## src/rtl/scs_consts.svh

```systemverilog
// register offsets, field positions, reset values and settle counts for the clock source block
`ifndef SCS_CONSTS_SVH
`define SCS_CONSTS_SVH
`define SCS_ADDR_W          16
`define SCS_OFF_SRC         16'h5060
`define SCS_OFF_CTL         16'h5061
`define SCS_SRC_SYS_BIT     0
`define SCS_SRC_FAST_BIT    1
`define SCS_CTL_XTAL_EN     0
`define SCS_CTL_LOW_EN      1
`define SCS_CTL_INT_EN      2
`define SCS_CTL_XTAL_LO     4
`define SCS_CTL_INT_LO      6
`define SCS_SRC_RESET       8'h00
`define SCS_CTL_RESET       8'h04
`define SCS_INT_SETTLE_3    11'h008
`define SCS_INT_SETTLE_2    11'h010
`define SCS_INT_SETTLE_1    11'h020
`define SCS_INT_SETTLE_0    11'h040
`define SCS_XTAL_SETTLE_3   11'h080
`define SCS_XTAL_SETTLE_2   11'h100
`define SCS_XTAL_SETTLE_1   11'h200
`define SCS_XTAL_SETTLE_0   11'h400
`define SCS_CNT_W           11
`endif

```

## src/rtl/scs_pkg.sv

```systemverilog
// types shared by the clock source block
package scs_pkg;
    typedef struct packed {
        logic fast_clock_choice;
        logic system_clock_choice;
    } scs_src_s;
    typedef struct packed {
        logic [1:0] internal_settle_select;
        logic [1:0] crystal_settle_select;
        logic       internal_oscillator_on;
        logic       low_speed_oscillator_on;
        logic       crystal_oscillator_on;
    } scs_ctl_s;
    typedef enum logic [1:0] {
        SCS_OFF    = 2'h0,
        SCS_SETTLE = 2'h1,
        SCS_READY  = 2'h3
    } scs_settle_e;
endpackage

```

## src/rtl/scs_clock_ctrl.sv

```systemverilog
// system clock source selection and oscillator control
// How it works
// - source bit1 picks fast clock: crystal/internal
// - fast choice changes only with both fast oscillators
// - source bit0 picks system clock: low-speed/fast
// - system switch needs low-speed and fast running
// - fast choice must match running fast oscillator
// - oscillator feeding system clock cannot stop
// - bits 7:6 pick internal settle count 8-64
// - internal clock withheld until settle count ends
// - cpu held after reset for internal settle
// - bits 5:4 pick crystal settle count 128-1024
// - crystal clock withheld until settle count ends
// - crystal settle defaults to 1024 cycles
// - control bits 2:0 enable internal, low, crystal
//
// Local design decision: the plain strobed port.
`timescale 1ns/10ps
`include "scs_consts.svh"
module scs_clock_ctrl
    import scs_pkg::*;
#(
    parameter int ADDR_W = `SCS_ADDR_W
) (
    input  wire logic              clk_sys,
    input  wire logic              rst,
    input  wire logic [ADDR_W-1:0] reg_addr,
    input  wire logic [7:0]        reg_wdata,
    input  wire logic              reg_wr,
    input  wire logic              reg_rd,
    output logic      [7:0]        reg_rdata,
    input  wire logic              int_osc_tick,
    input  wire logic              xtal_osc_tick,
    input  wire logic              low_osc_running,
    output logic                   int_osc_enable,
    output logic                   low_osc_enable,
    output logic                   xtal_osc_enable,
    output logic                   int_clock_ready,
    output logic                   xtal_clock_ready,
    output logic                   fast_clock_choice,
    output logic                   system_clock_choice,
    output logic                   cpu_run
);
    scs_src_s         src_reg;
    scs_ctl_s         ctl_reg;
    scs_ctl_s         ctl_next;
    logic [7:0]       rdata_reg;
    logic             run_reg;
    logic [`SCS_CNT_W-1:0] int_target;
    logic [`SCS_CNT_W-1:0] xtal_target;
    logic             wr_src;
    logic             wr_ctl;
    logic             fast_running;
    logic             fast_ok;
    logic             sys_ok;
    logic             new_fast;
    logic             new_sys;

    assign wr_src = reg_wr && (reg_addr == ADDR_W'(`SCS_OFF_SRC));
    assign wr_ctl = reg_wr && (reg_addr == ADDR_W'(`SCS_OFF_CTL));
    assign new_fast = reg_wdata[`SCS_SRC_FAST_BIT];
    assign new_sys  = reg_wdata[`SCS_SRC_SYS_BIT];

    // fast clock running means the chosen fast oscillator has settled
    assign fast_running = src_reg.fast_clock_choice ? xtal_clock_ready : int_clock_ready;

    // fast choice may change only with both fast oscillators on
    assign fast_ok = ctl_reg.internal_oscillator_on && ctl_reg.crystal_oscillator_on;

    // system switch needs low-speed on and a fast choice matching what runs
    always_comb begin
        sys_ok = 1'b0;
        if (ctl_reg.low_speed_oscillator_on && low_osc_running) begin
            if (ctl_reg.internal_oscillator_on && ctl_reg.crystal_oscillator_on) begin
                sys_ok = 1'b1;
            end else if (ctl_reg.internal_oscillator_on) begin
                sys_ok = !src_reg.fast_clock_choice;
            end else if (ctl_reg.crystal_oscillator_on) begin
                sys_ok = src_reg.fast_clock_choice;
            end
        end
        sys_ok = sys_ok && fast_running;
    end

    // source select register, refused writes keep the old value
    always_ff @(posedge clk_sys or posedge rst) begin
        if (rst) begin
            src_reg <= scs_src_s'(`SCS_SRC_RESET);
        end else if (wr_src) begin
            if (fast_ok) begin
                src_reg.fast_clock_choice <= new_fast;
            end
            if (sys_ok) begin
                src_reg.system_clock_choice <= new_sys;
            end
        end
    end

    // next control value with the system clock source protected
    always_comb begin
        ctl_next.internal_settle_select  = reg_wdata[`SCS_CTL_INT_LO +: 2];
        ctl_next.crystal_settle_select   = reg_wdata[`SCS_CTL_XTAL_LO +: 2];
        ctl_next.internal_oscillator_on  = reg_wdata[`SCS_CTL_INT_EN];
        ctl_next.low_speed_oscillator_on = reg_wdata[`SCS_CTL_LOW_EN];
        ctl_next.crystal_oscillator_on   = reg_wdata[`SCS_CTL_XTAL_EN];
        if (src_reg.system_clock_choice) begin
            ctl_next.low_speed_oscillator_on = 1'b1;
        end else if (src_reg.fast_clock_choice) begin
            ctl_next.crystal_oscillator_on = 1'b1;
        end else begin
            ctl_next.internal_oscillator_on = 1'b1;
        end
    end

    // oscillation control register
    always_ff @(posedge clk_sys or posedge rst) begin
        if (rst) begin
            ctl_reg <= scs_ctl_s'(`SCS_CTL_RESET);
        end else if (wr_ctl) begin
            ctl_reg <= ctl_next;
        end
    end

    // settle count decode for the internal oscillator
    always_comb begin
        case (ctl_reg.internal_settle_select)
            2'h3:    int_target = `SCS_INT_SETTLE_3;
            2'h2:    int_target = `SCS_INT_SETTLE_2;
            2'h1:    int_target = `SCS_INT_SETTLE_1;
            default: int_target = `SCS_INT_SETTLE_0;
        endcase
    end

    // settle count decode for the crystal oscillator
    always_comb begin
        case (ctl_reg.crystal_settle_select)
            2'h3:    xtal_target = `SCS_XTAL_SETTLE_3;
            2'h2:    xtal_target = `SCS_XTAL_SETTLE_2;
            2'h1:    xtal_target = `SCS_XTAL_SETTLE_1;
            default: xtal_target = `SCS_XTAL_SETTLE_0;
        endcase
    end

    // one settle gate per fast oscillator
    scs_settle #(.CNT_W(`SCS_CNT_W)) u_int_settle (
        .clk_sys  (clk_sys),
        .rst      (rst),
        .osc_on   (ctl_reg.internal_oscillator_on),
        .osc_tick (int_osc_tick),
        .target   (int_target),
        .ready    (int_clock_ready)
    );

    scs_settle #(.CNT_W(`SCS_CNT_W)) u_xtal_settle (
        .clk_sys  (clk_sys),
        .rst      (rst),
        .osc_on   (ctl_reg.crystal_oscillator_on),
        .osc_tick (xtal_osc_tick),
        .target   (xtal_target),
        .ready    (xtal_clock_ready)
    );

    // cpu released once the selected system clock has settled after reset
    always_ff @(posedge clk_sys or posedge rst) begin
        if (rst) begin
            run_reg <= 1'b0;
        end else if (!run_reg) begin
            if (src_reg.system_clock_choice ? low_osc_running : fast_running) begin
                run_reg <= 1'b1;
            end
        end
    end

    // read data one cycle after the strobe, reserved bits zero
    always_ff @(posedge clk_sys or posedge rst) begin
        if (rst) begin
            rdata_reg <= 8'h00;
        end else if (reg_rd && reg_addr == ADDR_W'(`SCS_OFF_SRC)) begin
            rdata_reg <= {6'h00, src_reg};
        end else if (reg_rd && reg_addr == ADDR_W'(`SCS_OFF_CTL)) begin
            rdata_reg <= {ctl_reg[6:3], 1'b0, ctl_reg[2:0]};
        end else begin
            rdata_reg <= 8'h00;
        end
    end

    assign reg_rdata           = rdata_reg;
    assign int_osc_enable      = ctl_reg.internal_oscillator_on;
    assign low_osc_enable      = ctl_reg.low_speed_oscillator_on;
    assign xtal_osc_enable     = ctl_reg.crystal_oscillator_on;
    assign fast_clock_choice   = src_reg.fast_clock_choice;
    assign system_clock_choice = src_reg.system_clock_choice;
    assign cpu_run             = run_reg;

    // refused fast choice write leaves the bit unchanged
    a_fast_refused: assert property (@(posedge clk_sys) disable iff (rst)
        (wr_src && !fast_ok) |=> $stable(fast_clock_choice))
        else $error("fast choice changed without both oscillators");

    // refused system choice write leaves the bit unchanged
    a_sys_refused: assert property (@(posedge clk_sys) disable iff (rst)
        (wr_src && !sys_ok) |=> $stable(system_clock_choice))
        else $error("system choice changed while switch not allowed");

    // accepted fast choice write takes the written value
    a_fast_taken: assert property (@(posedge clk_sys) disable iff (rst)
        (wr_src && fast_ok) |=> fast_clock_choice == $past(new_fast))
        else $error("fast choice write lost");

    // internal only: system switch needs fast choice zero
    a_match_int: assert property (@(posedge clk_sys) disable iff (rst)
        (wr_src && !ctl_reg.crystal_oscillator_on && src_reg.fast_clock_choice)
        |=> $stable(system_clock_choice))
        else $error("switch allowed with mismatched fast choice");

    // low-speed or internal oscillator on system clock stays enabled
    a_src_kept: assert property (@(posedge clk_sys) disable iff (rst)
        system_clock_choice |-> low_osc_enable)
        else $error("low-speed oscillator stopped while feeding system");

    a_int_kept: assert property (@(posedge clk_sys) disable iff (rst)
        (!system_clock_choice && !fast_clock_choice) |-> int_osc_enable)
        else $error("internal oscillator stopped while feeding system");

    // reserved bit 3 of control reads is zero
    a_rsvd_zero: assert property (@(posedge clk_sys) disable iff (rst)
        (reg_rd && reg_addr == ADDR_W'(`SCS_OFF_CTL)) |=> reg_rdata[3] == 1'b0)
        else $error("reserved bit read as one");

    // cpu held while the fast clock has not settled after reset
    a_cpu_held: assert property (@(posedge clk_sys) disable iff (rst)
        (!run_reg && !system_clock_choice && !fast_running) |=> !cpu_run)
        else $error("cpu released before settle");
endmodule

```

## src/rtl/scs_settle.sv

```systemverilog
// settle counter that gates one oscillator until its start-up count elapses
`timescale 1ns/10ps
`include "scs_consts.svh"
module scs_settle
    import scs_pkg::*;
#(
    parameter int CNT_W = `SCS_CNT_W
) (
    input  wire logic             clk_sys,
    input  wire logic             rst,
    input  wire logic             osc_on,
    input  wire logic             osc_tick,
    input  wire logic [CNT_W-1:0] target,
    output logic                  ready
);
    scs_settle_e      state_reg;
    logic [CNT_W-1:0] count_reg;
    logic             on_d_reg;

    // previous enable for rising edge
    always_ff @(posedge clk_sys or posedge rst) begin
        if (rst) begin
            on_d_reg <= 1'b0;
        end else begin
            on_d_reg <= osc_on;
        end
    end

    // restart on enable rise, count oscillator ticks, open at target
    always_ff @(posedge clk_sys or posedge rst) begin
        if (rst) begin
            state_reg <= SCS_OFF;
            count_reg <= '0;
        end else begin
            case (state_reg)
                SCS_OFF: begin
                    count_reg <= '0;
                    if (osc_on && !on_d_reg) begin
                        state_reg <= SCS_SETTLE;
                    end
                end
                SCS_SETTLE: begin
                    if (!osc_on) begin
                        state_reg <= SCS_OFF;
                    end else if (osc_tick) begin
                        count_reg <= CNT_W'(count_reg + 1'b1);
                        if (CNT_W'(count_reg + 1'b1) >= target) begin
                            state_reg <= SCS_READY;
                        end
                    end
                end
                SCS_READY: begin
                    if (!osc_on) begin
                        state_reg <= SCS_OFF;
                    end
                end
                default: state_reg <= SCS_OFF;
            endcase
        end
    end

    assign ready = (state_reg == SCS_READY) && osc_on;

    // gate stays shut for two cycles after a start
    a_gate_held: assert property (@(posedge clk_sys) disable iff (rst)
        (osc_on && !on_d_reg && state_reg == SCS_OFF) |=> !ready [*2])
        else $error("clock gate opened right after start");
endmodule
```

## config.mk

```make
export PLATFORM = sky130hd
export DESIGN_NAME = scs_clock_ctrl
export DESIGN_NICKNAME = d
export VERILOG_FILES = /design/src/rtl/scs_pkg.sv /design/src/rtl/scs_clock_ctrl.sv /design/src/rtl/scs_settle.sv
export VERILOG_INCLUDE_DIRS = /design/src /design/src/rtl
export SDC_FILE = /design/constraint.sdc
export NUM_CORES = 1
export LEC_CHECK = 0
export BUFFER_PORTS_ARGS = -buffer_cell sky130_fd_sc_hd__buf_2
export CAP_MARGIN = 25
export CORE_ASPECT_RATIO = 0.6
export CORE_MARGIN = 1
export CORE_UTILIZATION = 50
export DETAILED_ROUTE_END_ITERATION = 10
export PLACE_DENSITY = 0.76
export SETUP_SLACK_MARGIN = 0.4
export SLEW_MARGIN = 20
export SYNTH_ARGS = -nofsm -noshare
export SYNTH_HDL_FRONTEND = slang
export SYNTH_SLANG_ARGS = --single-unit
```

## constraint.sdc

```tcl
create_clock -name clk_sys -period 2.2 [get_ports clk_sys]
set_clock_uncertainty 0.15 [all_clocks]
set_input_delay 0.22 -clock clk_sys [delete_from_list [all_inputs] [get_ports clk_sys]]
set_output_delay 0.22 -clock clk_sys [all_outputs]
set_load 0.005 [all_outputs]
```

# Yosys cells after proc, flatten, opt, wreduce, memory -nomap -nowiden

Index checks and enable logic that the tools add are counted.

Bits in registers: 46
Word-level logic and storage cells: 102
Bits of input ports: 31

Equal/unequal tests: 24
$add $sub $neg: 2
Magnitude comparators: 2
Reduce and logical (&&, ||, !) cells: 24
Muxes and demuxes: 35

Operators by type and width:

| kind                  | count |
|---|---|
| $mux 11               | 4 |
| $pmux 11 s2           | 2 |
| $pmux 11 s3           | 1 |
| $eq 16x15->1 const B  | 2 |
| $add 11x1->11 const B | 2 |
| $pmux 7 s3            | 1 |
| $mux 2                | 10 |
| $mux 8                | 2 |
| $mux 1                | 13 |
| $eq 2x2->1 const B    | 6 |
| $ne 2x2->1 const B    | 6 |
| $pmux 2 s3            | 2 |
| $ge 11x11->1          | 1 |
| $ge 11x7->1           | 1 |
| $logic_and 1x1->1     | 11 |
| $eq 2x1->1 const B    | 4 |
| $reduce_and 4->1      | 2 |
| $ne 3x2->1 const B    | 2 |
| $ne 3x3->1 const B    | 2 |
| $reduce_and 3->1      | 2 |
| $logic_not 2->1       | 2 |
| $ne 2x1->1 const B    | 2 |
| $reduce_and 2->1      | 2 |
| $reduce_bool 2->1     | 2 |
| $logic_not 1->1       | 3 |

# Logic depth before layout (Yosys ltp)

Gate-level depths: netlist (run 1).

Depth in word-level cells: 7
Gate-level depth with buffers: 9
Depth with buffers taken out: 9

# Hierarchy

A second synthesis (run 1) with hierarchy kept.

Cell total of the unflattened synthesis: 293
Area total of the unflattened synthesis: 2,796.4 um2

Modules (own cells, without submodules):

| module         | area an instance (um2) | cells an instance | times used |
|---|---|---|---|
| scs_settle     | 985.9                  | 107               | 2 |
| scs_clock_ctrl | 824.5                  | 79                | 1 |

# Least setup slack after synthesis (run 1)

No wires, ideal clock.

Path kind: register to register
Start: register u_xtal_settle.count_reg[0]
End: register u_xtal_settle.state_reg[1]
Arrival: 2.161 ns
Clock period less this slack: 2.378 ns
Library setup time: 0.068 ns
Path buffers: 0
Slack: -0.178 ns
Stages on the path, launching flop included: 10
Cells stage by stage: dfrtp_1 > ha_1 > nand3_1 > nor3_2 > and3_1 > xor2_1 > ha_1 > nand3_1 > a2111oi_0 > a32o_1

Cells in the longest elaborated chain, start to end: 4

RTL lines:

| item                              | line             | text |
|---|---|---|
| start: declaration                | scs_settle.sv:17 | `logic [CNT_W-1:0] count_reg;` |
| start signal: assignment          | scs_settle.sv:46 | `count_reg <= CNT_W'(count_reg + 1'b1);` |
| $add 11x1->11                     | scs_settle.sv:47 | `if (CNT_W'(count_reg + 1'b1) >= target) begin` |
| $ge 11x11->1                      | scs_settle.sv:47 |  |
| $ne 3x2->1 (no source line)       | --               |  |
| $reduce_and 4->1 (no source line) | --               |  |
| end signal: assignment            | scs_settle.sv:44 | `state_reg <= SCS_OFF;` |
| end signal: assignment            | scs_settle.sv:48 | `state_reg <= SCS_READY;` |
| end signal: assignment            | scs_settle.sv:54 | `state_reg <= SCS_OFF;` |
| end: declaration                  | scs_settle.sv:16 | `scs_settle_e state_reg;` |

Every way passes these cells.
A chain may end at the register's enable or synchronous reset.

# Worst setup path after layout (run 1)

Start: register u_xtal_settle.count_reg[1]
End: register u_xtal_settle.state_reg[1]

The elaborated chain is that of the path after synthesis.

==> results of run 1 <==
==> layer usage <==
metal,global-route usage (%),vias up,share of wire [%]
li1,-,1085,-
met3,6.000,7,7.4
met4,5.495,0,0.78
met5,0,-,0
met2,38.06,84,43
met1,35.16,1085,49
==> power by group through the flow <==
stage	Clock [W]	Combinational (W)	Sequential [W]
detailed placement	0	0.0000633	0.000844
global placement	0	0.0000621	0.000844
CTS	0.000529	0.0000675	0.000828
floorplan	0	0.0000218	0.000844
finish	0.000517	0.0000659	0.000828
global route	0.000559	0.0000741	0.000828
==> cell usage after synthesis, drive strengths merged, types with 5 or more instances <==
cell type   n
xnor2       7
o21ai      25
nor2       23
buf         6
and2        7
mux2        7
nand2b      8
inv         9
ha         10
nand2      32
a21oi       6
dfrtp      44
nand3      13
and3        5
mux2i       5
==> logic make-up (layout without fill, tap and decap cells) <==
logic type / after synthesis / after routing / share of synthesized area (%)
flops: 45 / 45 / 44.43
mux: 12 / 12 / 5.079
other cells: 1 / 1 / 0.1478
simple gates: 117 / 117 / 25.15
buf+inv: 18 / 88 / 3.057
xor+xnor: 11 / 11 / 3.797
compound gates: 54 / 54 / 13.41
fa+ha+maj: 10 / 10 / 4.931
==> final cells by class <==
cell class | count | area share [%]
sequential | 45 | 35.13
tap | 63 | 2.443
clock inverter | 1 | 0.2326
timing repair buffer | 70 | 13.61
multi-input combinational | 205 | 45.06
clock buffer | 7 | 2.365
inverter | 10 | 1.163
==> per-stage QoR <==
stage	setup WS, ns	total power (W)	cell area [µm²]	util [%]
floorplan	0.1265	0.0008662	2585	-
global placement	0.02491	0.0009064	2984	63.08
detailed placement	-0.002504	0.0009076	2984	63.08
finish	0.01760	0.001411	3227	68.21
global route	-0.09762	0.001461	3227	68.21
CTS	0.01505	0.001425	3173	67.07
==> worst paths after layout <==
kind / end / slack [ns] / from
worst max-delay path: u_xtal_settle.state_reg[1] / 0.02 / u_xtal_settle.count_reg[1]
worst min-delay path: ctl_reg[3] / 0.006 / reg_wdata[4]
max in group asynchronous: u_int_settle.count_reg[9] / 1.06 / rst
worst min register to register: cpu_run / 0.31 / cpu_run
min in group asynchronous: u_xtal_settle.count_reg[8] / 0.33 / rst
worst max register to register: u_xtal_settle.state_reg[1] / 0.02 / u_xtal_settle.count_reg[1]
==> what timing repair did <==
action | in CTS | in global routing
setup endpoints to repair | 2 | 6
gates cloned | 0 | 0
resized for setup | 10 | 8
hold endpoints to repair | 23 | 0
buffers inserted | 3 | 3
hold buffers | 3 | 0
pin swaps | 6 | 5
==> placed cells by master (no fill, tap or decap), types with 3 or more instances in the layout <==
cell type,count
xor2_1,3
a21boi_0,3
nand3_2,3
buf_2,44
dlygate4sd3_1,3
and2_1,7
ha_1,8
xnor2_1,6
mux2i_1,5
and3_1,4
nand2_1,32
dfrtp_2,5
clkbuf_8,5
mux2_2,7
nor2_1,21
o31ai_1,3
nor3_1,3
o21a_1,3
nand3_1,8
a21oi_1,4
buf_4,21
nand2b_1,8
o21ai_0,23
nor4_1,3
dfrtp_1,39
nand4_1,4
inv_1,8
==> worst max-delay path: cells and delay by family, from the launching register on <==
kind / cells / cell delay [ns]
AOI/OAI and AO/OA: 4 / 0.63
xor gates and xnor gates: 1 / 0.17
adders and majority gates: 2 / 0.44
DFF: 1 / 0.43
and+or+nand+nor: 2 / 0.25
==> flow_summary.json, run 1 <==
{
  "status": "complete, no violations",
  "reg2reg_depth": 9,
  "synth_area_leaders": "dfrtp_1 43%, ha_1 4.9%, o21ai_0 4.7%, nand2_1 4.7%, nor2_1 3.3%",
  "grt_pass1_vias": 2095,
  "core.rowCount": 19,
  "synth_edf_count": 0,
  "arrival_ns": 2.23,
  "portBuffers": 44,
  "drive_above_1_share_pct": 32.25,
  "leakagePower_nw": 1.530,
  "fin_crit_sh_pct": 99.20,
  "drc": 0,
  "fp.dieW_um": 93.97,
  "coreArea_mm2": 0.004731,
  "cp_cell_sequence": "ha_4, nand3_4, nor3_4, xor2_1, ha_1, a21o_1, a21oi_2, o21ai_1, a32o_1",
  "seq_area_mm2": 0.001134,
  "syn_nets": 309,
  "start_kind": "flip-flop",
  "p_int_w": 0.001085,
  "cp_slowest_cell": "dfrtp_1",
  "cp-end-kind": "flip-flop",
  "htreeDepth": 2,
  "drv_cap": 0,
  "cts_root_buf": "clkbuf_8",
  "ys_dominant_reg_cell": "dfrtp_1",
  "antenna_left": 0,
  "power_frac_comb_pct": 4.7,
  "nets": 378,
  "worstPathRequired_ns": 2.25,
  "peakVddDrop_uv": 362.5,
  "grt_pass1_wl_mm": 9.929,
  "routed_wirelength_mm": 6.033,
  "layoutNonFillerInstCount": 401,
  "whs_ns": 0.005800,
  "fillers": 360,
  "gp_congestion": 0.8383,
  "dieArea_mm2": 0.005373,
  "dp.cells": 384,
  "cts.sinks": 45,
  "drv_slew": 0,
  "cts_tree": "built",
  "grt_max_degree": 24,
  "synth_seq_cells": 45,
  "switchingPower_w": 0.0003265,
  "worstSetupPathType": "flip-flop to flip-flop",
  "place_hpwl_mm": 4.345,
  "ys_types": 53,
  "worst_slew_pin_slew_ns": 0.5086,
  "initial_core_util_pct": 53.64,
  "pin_count": 47,
  "fp.dieH_um": 57.18,
  "holdCritPathClass": "primary input to flip-flop",
  "whs_path_depth": 2,
  "fmax_mhz": 458.2,
  "grt_setup_unrepaired": "yes",
  "overflow": 0,
  "yosys_warnings": 0,
  "clk_latency_ns": 0.30,
  "postSynthAreaPerCell_um2": 9.468,
  "fin_setup_tns_ns": 0,
  "seqPwrFrac_pct": 58.7,
  "slew_headroom_pct": 66.05,
  "viasPerCell": 5.638,
  "crit_fanout": 3,
  "p_per_area_mw_per_mm2": 437.3,
  "num_vias": 2261,
  "hold_viol": 0,
  "swShare_pct": 23.13,
  "setup_viol": 0,
  "async_flop_share_pct": 100.0,
  "multi_input_area_mm2": 0.001454,
  "synth_top_area_share_pct": 43.39,
  "clock_path_buffers": 2,
  "first_pass_iters": 4,
  "area_growth_pct": 27.17,
  "diodes": 0,
  "synth.cell_area_mm2": 0.002537,
  "clkPwrFrac_pct": 36.7,
  "antenna_found_initial": 0,
  "yosys.area.top_type": "dfrtp_1",
  "grt_usage_pct": 24.53,
  "critPathMaxStageDelay_ns": 0.43,
  "netlist_instances": 268,
  "wl_per_cell_um": 15.04,
  "numCtsBuffers": 5,
  "drtIter0Drc": 176,
  "synth.yosys.seq_area_share_pct": 44.43,
  "clk_pin_slew_ns": 0.09,
  "period_minus_slack_ns": 2.182
}
Power figures use the tool's default switching activity.
==> run 2, diff against run 1 <==
--- a/config.mk
+++ b/config.mk
@@ -6,13 +6,13 @@
 export SDC_FILE = /design/constraint.sdc
 export NUM_CORES = 1
 export LEC_CHECK = 0
-export BUFFER_PORTS_ARGS = -buffer_cell sky130_fd_sc_hd__buf_2
 export CAP_MARGIN = 25
 export CORE_ASPECT_RATIO = 0.6
 export CORE_MARGIN = 1
-export CORE_UTILIZATION = 50
+export CORE_UTILIZATION = 57
 export DETAILED_ROUTE_END_ITERATION = 10
-export PLACE_DENSITY = 0.76
+export DONT_BUFFER_PORTS = 1
+export PLACE_DENSITY = 0.75
 export SETUP_SLACK_MARGIN = 0.4
 export SLEW_MARGIN = 20
 export SYNTH_ARGS = -nofsm -noshare
==> flow_summary.json, run 2 (synthesis gave the netlist of run 1 again) <==
{
  "status": "finished, violations left",
  "failed_checks": "negative setup slack",
  "viasPerCell": 5.791,
  "pin_count": 47,
  "worstPathRequired_ns": 2.25,
  "crit_cells": 9,
  "portBuffers": 0,
  "cp_slowest_cell": "dfrtp_2",
  "clk_pin_slew_ns": 0.09,
  "switchingPower_w": 0.0003164,
  "p_per_area_mw_per_mm2": 440.1,
  "dp.cells": 340,
  "overflow": 0,
  "hold_viol": 0,
  "antenna_left": 0,
  "drive_above_1_share_pct": 24.03,
  "start_kind": "flip-flop",
  "fp.dieH_um": 53.68,
  "layoutNonFillerInstCount": 368,
  "worstSetupPathType": "flip-flop to flip-flop",
  "first_pass_iters": 4,
  "cp-end-kind": "flip-flop",
  "clkPwrFrac_pct": 36.9,
  "arrival_ns": 2.26,
  "grt_pass1_vias": 2045,
  "period_minus_slack_ns": 2.216,
  "critPathMaxStageDelay_ns": 0.42,
  "swShare_pct": 22.83,
  "worst_slack_ns": -0.01650,
  "wl_met3_um": 395,
  "cts.sinks": 45,
  "nets": 348,
  "cpLargestDelayFamily": "simple AND/OR/NAND/NOR gates",
  "core.rowCount": 18,
  "seqPwrFrac_pct": 59.7,
  "antenna_found_initial": 0,
  "cts_root_buf": "clkbuf_8",
  "grt_usage_pct": 27.24,
  "fp.dieW_um": 88.14,
  "power_frac_comb_pct": 3.4,
  "worstReg2RegStart": "u_xtal_settle.count_reg[0]",
  "clk_latency_ns": 0.30,
  "met1_length_mm": 3.032,
  "fin_crit_sh_pct": 100.7,
  "fmax_mhz": 451.2,
  "clock_path_buffers": 2,
  "cp_cell_sequence": "ha_4, nand3_4, nor3_4, and3_4, xor2_1, ha_1, nand3_1, a2111oi_4, a32o_1",
  "drv_slew": 0,
  "diodes": 0,
  "p_total_w": 0.001386,
  "regToRegSetupSlack_ns": -0.02,
  "drc": 0,
  "grt_setup_unrepaired": "yes",
  "min_from": "reg_addr[4]",
  "p_int_w": 0.001070,
  "mostFrequentLayoutCell": "dfrtp_1",
  "grt_pass1_wl_mm": 9.411,
  "cp-endpoint": "u_xtal_settle.state_reg[1]",
  "grt_max_degree": 21,
  "place_hpwl_mm": 4.248,
  "whs_ns": 0.007913,
  "cp_num_buf_inv": 0,
  "rr_endpoint": "u_xtal_settle.state_reg[1]",
  "num_vias": 2131,
  "initial_core_util_pct": 60.57,
  "crit_fanout": 4,
  "coreArea_mm2": 0.004189,
  "peakVddDrop_uv": 359.7,
  "cp-startpoint": "u_xtal_settle.count_reg[0]",
  "leakagePower_nw": 1.404,
  "drv_cap": 0,
  "dr.max_layer_used": "met4",
  "dieArea_mm2": 0.004731,
  "setup_viol": 1,
  "gp_congestion": 0.7933,
  "wl_per_cell_um": 16.88,
  "final_cell_mix": "38 x dfrtp_1, 32 x nand2_1, 25 x buf_4",
  "numCtsBuffers": 5,
  "drtIter0Drc": 136,
  "fin_setup_tns_ns": -0.01650,
  "cts_tree": "built",
  "met2_length_mm": 2.734,
  "routed_wirelength_mm": 6.213,
  "reg2reg_depth": 9,
  "place_ws_ns": -0.04895,
  "holdCritPathClass": "primary input to flip-flop",
  "area_growth_pct": 24.11,
  "htreeDepth": 2
}
[run 2: cell types whose count changed in the layout (fill, tap and decap cells not counted), moves of 2 or more]
cell,delta
dlygate4sd3_1,+9
clkbuf_1,-2
buf_6,+2
buf_4,+4
clkinv_2,+2
nand3_1,+2
nand3_2,-3
buf_2,-44
[run 2: cell type report]
class / instances / area, µm²
clock buffers: 5 / 68.82
clock inverters: 3 / 17.52
fillers: 291 / 1040
inverters: 10 / 37.54
multi-input cells: 205 / 1474
flip-flops and latches: 45 / 1135
well taps: 60 / 75.07
repair buffers: 40 / 341.6
[run 2: worst min path at each step]
stage / depth (start not counted) / endpoint
CTS: 3 / reg_rdata[1]
finish: 3 / reg_rdata[1]
global route: 3 / reg_rdata[1]
detailed placement: 1 / ctl_reg[4]
floorplan: 2 / cpu_run
global placement: 1 / ctl_reg[4]
[run 2: tightest hold or removal path: stages]
cell and delay [ns]:
nor4_1 0.03, nand3_1 0.12, nor2_1 0.06
[run 2: per-layer routing]
metal	track usage [%]	vias up
met3	6.135	7
met2	42.38	80
met1	38.44	1022
met4	8.333	0
met5	0	-
li1	-	1022
[run 2: what timing repair did]
item | 4_1_cts | 5_1_grt
pin swaps | 6 | 9
endpoints found under the setup margin | 2 | 5
hold buffers | 12 | 0
gates resized for setup | 13 | 11
endpoints found under the hold margin | 57 | 0
buffers inserted | 3 | 5
[run 2: power groups by stage]
stage / Clock (W) / Combinational, W / Sequential, W
floorplan: 0 / 0.0000218 / 0.000844
global placement: 0 / 0.0000286 / 0.000845
detailed placement: 0 / 0.0000290 / 0.000845
CTS: 0.000523 / 0.0000475 / 0.000828
global route: 0.000553 / 0.0000534 / 0.000829
finish: 0.000511 / 0.0000468 / 0.000828
[run 2: per-stage QoR]
step	instance area, µm²	util, %
4_1_cts	3067	73.21
3_3_place_gp	2770	66.13
5_1_grt	3149	75.18
6_report	3149	75.18
2_1_floorplan	2585	-
3_5_place_dp	2770	66.13
==> run 3, diff against run 2 <==
--- a/config.mk
+++ b/config.mk
@@ -7,7 +7,7 @@
 export NUM_CORES = 1
 export LEC_CHECK = 0
 export CAP_MARGIN = 25
-export CORE_ASPECT_RATIO = 0.6
+export CORE_ASPECT_RATIO = 1.25
 export CORE_MARGIN = 1
 export CORE_UTILIZATION = 57
 export DETAILED_ROUTE_END_ITERATION = 10
==> flow_summary.json, run 3 (synthesis gave the netlist of run 1 again) <==
{
  "portBuffers": 0,
  "grt_pass1_wl_mm": 9.687,
  "routed_wirelength_mm": 5.584,
  "p_total_w": 0.001414,
  "htreeDepth": 2,
  "critPathMaxStageDelay_ns": 0.43,
  "area_growth_pct": 21.75,
  "worstSetupPathType": "flip-flop to flip-flop",
  "num_vias": 2136,
  "diodes": 0,
  "clock_path_buffers": 2,
  "worst_slew_pin_slew_ns": 0.5737,
  "grt_max_degree": 46,
  "antenna_left": 0,
  "fp.dieW_um": 61.68,
  "numCtsBuffers": 5,
  "setup_viol": 0,
  "fmax_mhz": 462.3,
  "fp.dieH_um": 76.60,
  "core.rowCount": 26,
  "pin_count": 47,
  "drv_cap": 0,
  "fin_crit_sh_pct": 98.33,
  "initial_core_util_pct": 60.94,
  "dieArea_mm2": 0.004724,
  "cp-end-kind": "flip-flop",
  "post-route-util_pct": 74.19,
  "gp_congestion": 0.8532,
  "crit_fanout": 4,
  "worstPathRequired_ns": 2.24,
  "drtIter0Drc": 66,
  "nets": 344,
  "peakVddDrop_uv": 405.5,
  "stdcell_area_mm2": 0.003089,
  "p_per_area_mw_per_mm2": 457.6,
  "wl_per_cell_um": 15.51,
  "drive_above_1_share_pct": 22.04,
  "drv_slew": 0,
  "fillers": 319,
  "clk_latency_ns": 0.30,
  "overflow": 0,
  "hold_viol": 0,
  "period_minus_slack_ns": 2.163,
  "holdCritPathClass": "primary input to flip-flop",
  "first_pass_iters": 4,
  "place_hpwl_mm": 3.690,
  "slew_headroom_pct": 61.75,
  "viasPerCell": 5.933,
  "cts.sinks": 45,
  "cts_tree": "built",
  "cp_cell_sequence": "ha_4, nand3_4, nor3_4, and3_4, xor2_1, ha_1, nand2_1, o21ai_1, a32o_1",
  "grt_setup_unrepaired": "yes",
  "grt_usage_pct": 27.23,
  "leakagePower_nw": 1.384,
  "mostFrequentLayoutCell": "dfrtp_1",
  "cts_root_buf": "clkbuf_8",
  "start_kind": "flip-flop",
  "arrival_ns": 2.20,
  "clk_pin_slew_ns": 0.09,
  "grt_pass1_vias": 2211,
  "drc": 0,
  "final_cell_mix": "40 x dfrtp_1, 32 x nand2_1, 22 x buf_4",
  "status": "complete, no violations",
  "cp_slowest_cell": "dfrtp_1",
  "coreArea_mm2": 0.004164,
  "whs_ns": 0.04599,
  "antenna_found_initial": 0,
  "placed_area_mm2": 0.002713
}
==> run 3: cell count changes in the layout (fill, tap and decap cells not counted), sizes merged <==
cell | before | now
clkinvlp | 1 | 0
inv | 9 | 8
clkbuf | 5 | 6
buf | 28 | 23
clkinv | 3 | 4
dlygate4sd3 | 12 | 13
==> run 3: area by class of cell <==
| cell class | count | area (µm²) | share of cell area, % |
|---|---|---|---|
| Clock buffer | 6 | 82.58 | 2.673 |
| Clock inverter | 2 | 13.76 | 0.4455 |
| Multi-Input combinational cell | 205 | 1446 | 46.82 |
| Inverter | 10 | 37.54 | 1.215 |
| Timing Repair Buffer | 36 | 306.5 | 9.923 |
| Tap cell | 56 | 70.07 | 2.268 |
| Sequential cell | 45 | 1132 | 36.65 |
==> run 3: final timing paths <==
kind	startpoint	depth (start not counted)	slack, ns	endpoint
setup reg to reg	u_xtal_settle.count_reg[1]	9	0.04	u_xtal_settle.state_reg[1]
max in group asynchronous	rst	3	1.09	u_int_settle.count_reg[1]
hold reg to reg	cpu_run	1	0.35	cpu_run
hold / removal	reg_addr[4]	3	0.05	reg_rdata[1]
setup / recovery	u_xtal_settle.count_reg[1]	9	0.04	u_xtal_settle.state_reg[1]
min in group asynchronous	rst	3	0.37	u_xtal_settle.count_reg[1]
==> run 3: stage by stage <==
step	TNS [ns]	instances	worst slack, ns
floorplan	0	268	0.1265
global placement	0	329	0.008948
detailed placement	-0.03413	329	-0.03413
CTS	-0.04668	359	-0.04668
global route	-0.1175	360	-0.07186
finish	0	360	0.03684
==> run 3: per-layer routing <==
layer	GRT usage, %	up-vias	part of all wire, %
met3	5.772	14	4.7
met1	33.04	1027	39
met4	9.111	0	2.3
met2	46.24	78	54
li1	-	1017	-
met5	0	-	0
==> run 3: where the power goes <==
group          leakage (nW)  internal (W)  switching [W]
logic                 0.721     0.0000217      0.0000236
clock network        0.0512      0.000255       0.000285
registers             0.611      0.000827    0.000000688
==> run 3: worst max-delay path, delay by kind of cell (launching register included) <==
| family | cells | cell delay [ns] |
|---|---|---|
| and+or+nand+nor | 4 | 0.56 |
| adders and majority gates | 2 | 0.43 |
| DFF | 1 | 0.43 |
| AOI/OAI and AO/OA | 2 | 0.32 |
| xor gates and xnor gates | 1 | 0.16 |
==> run 3: what timing repair did <==
item / CTS / global route
setup endpoints to repair: 2 / 8
setup buffers: 9 / 1
hold buffers: 13 / 0
pin swaps: 13 / 7
hold endpoints to repair: 57 / 0
gates resized for setup: 12 / 8
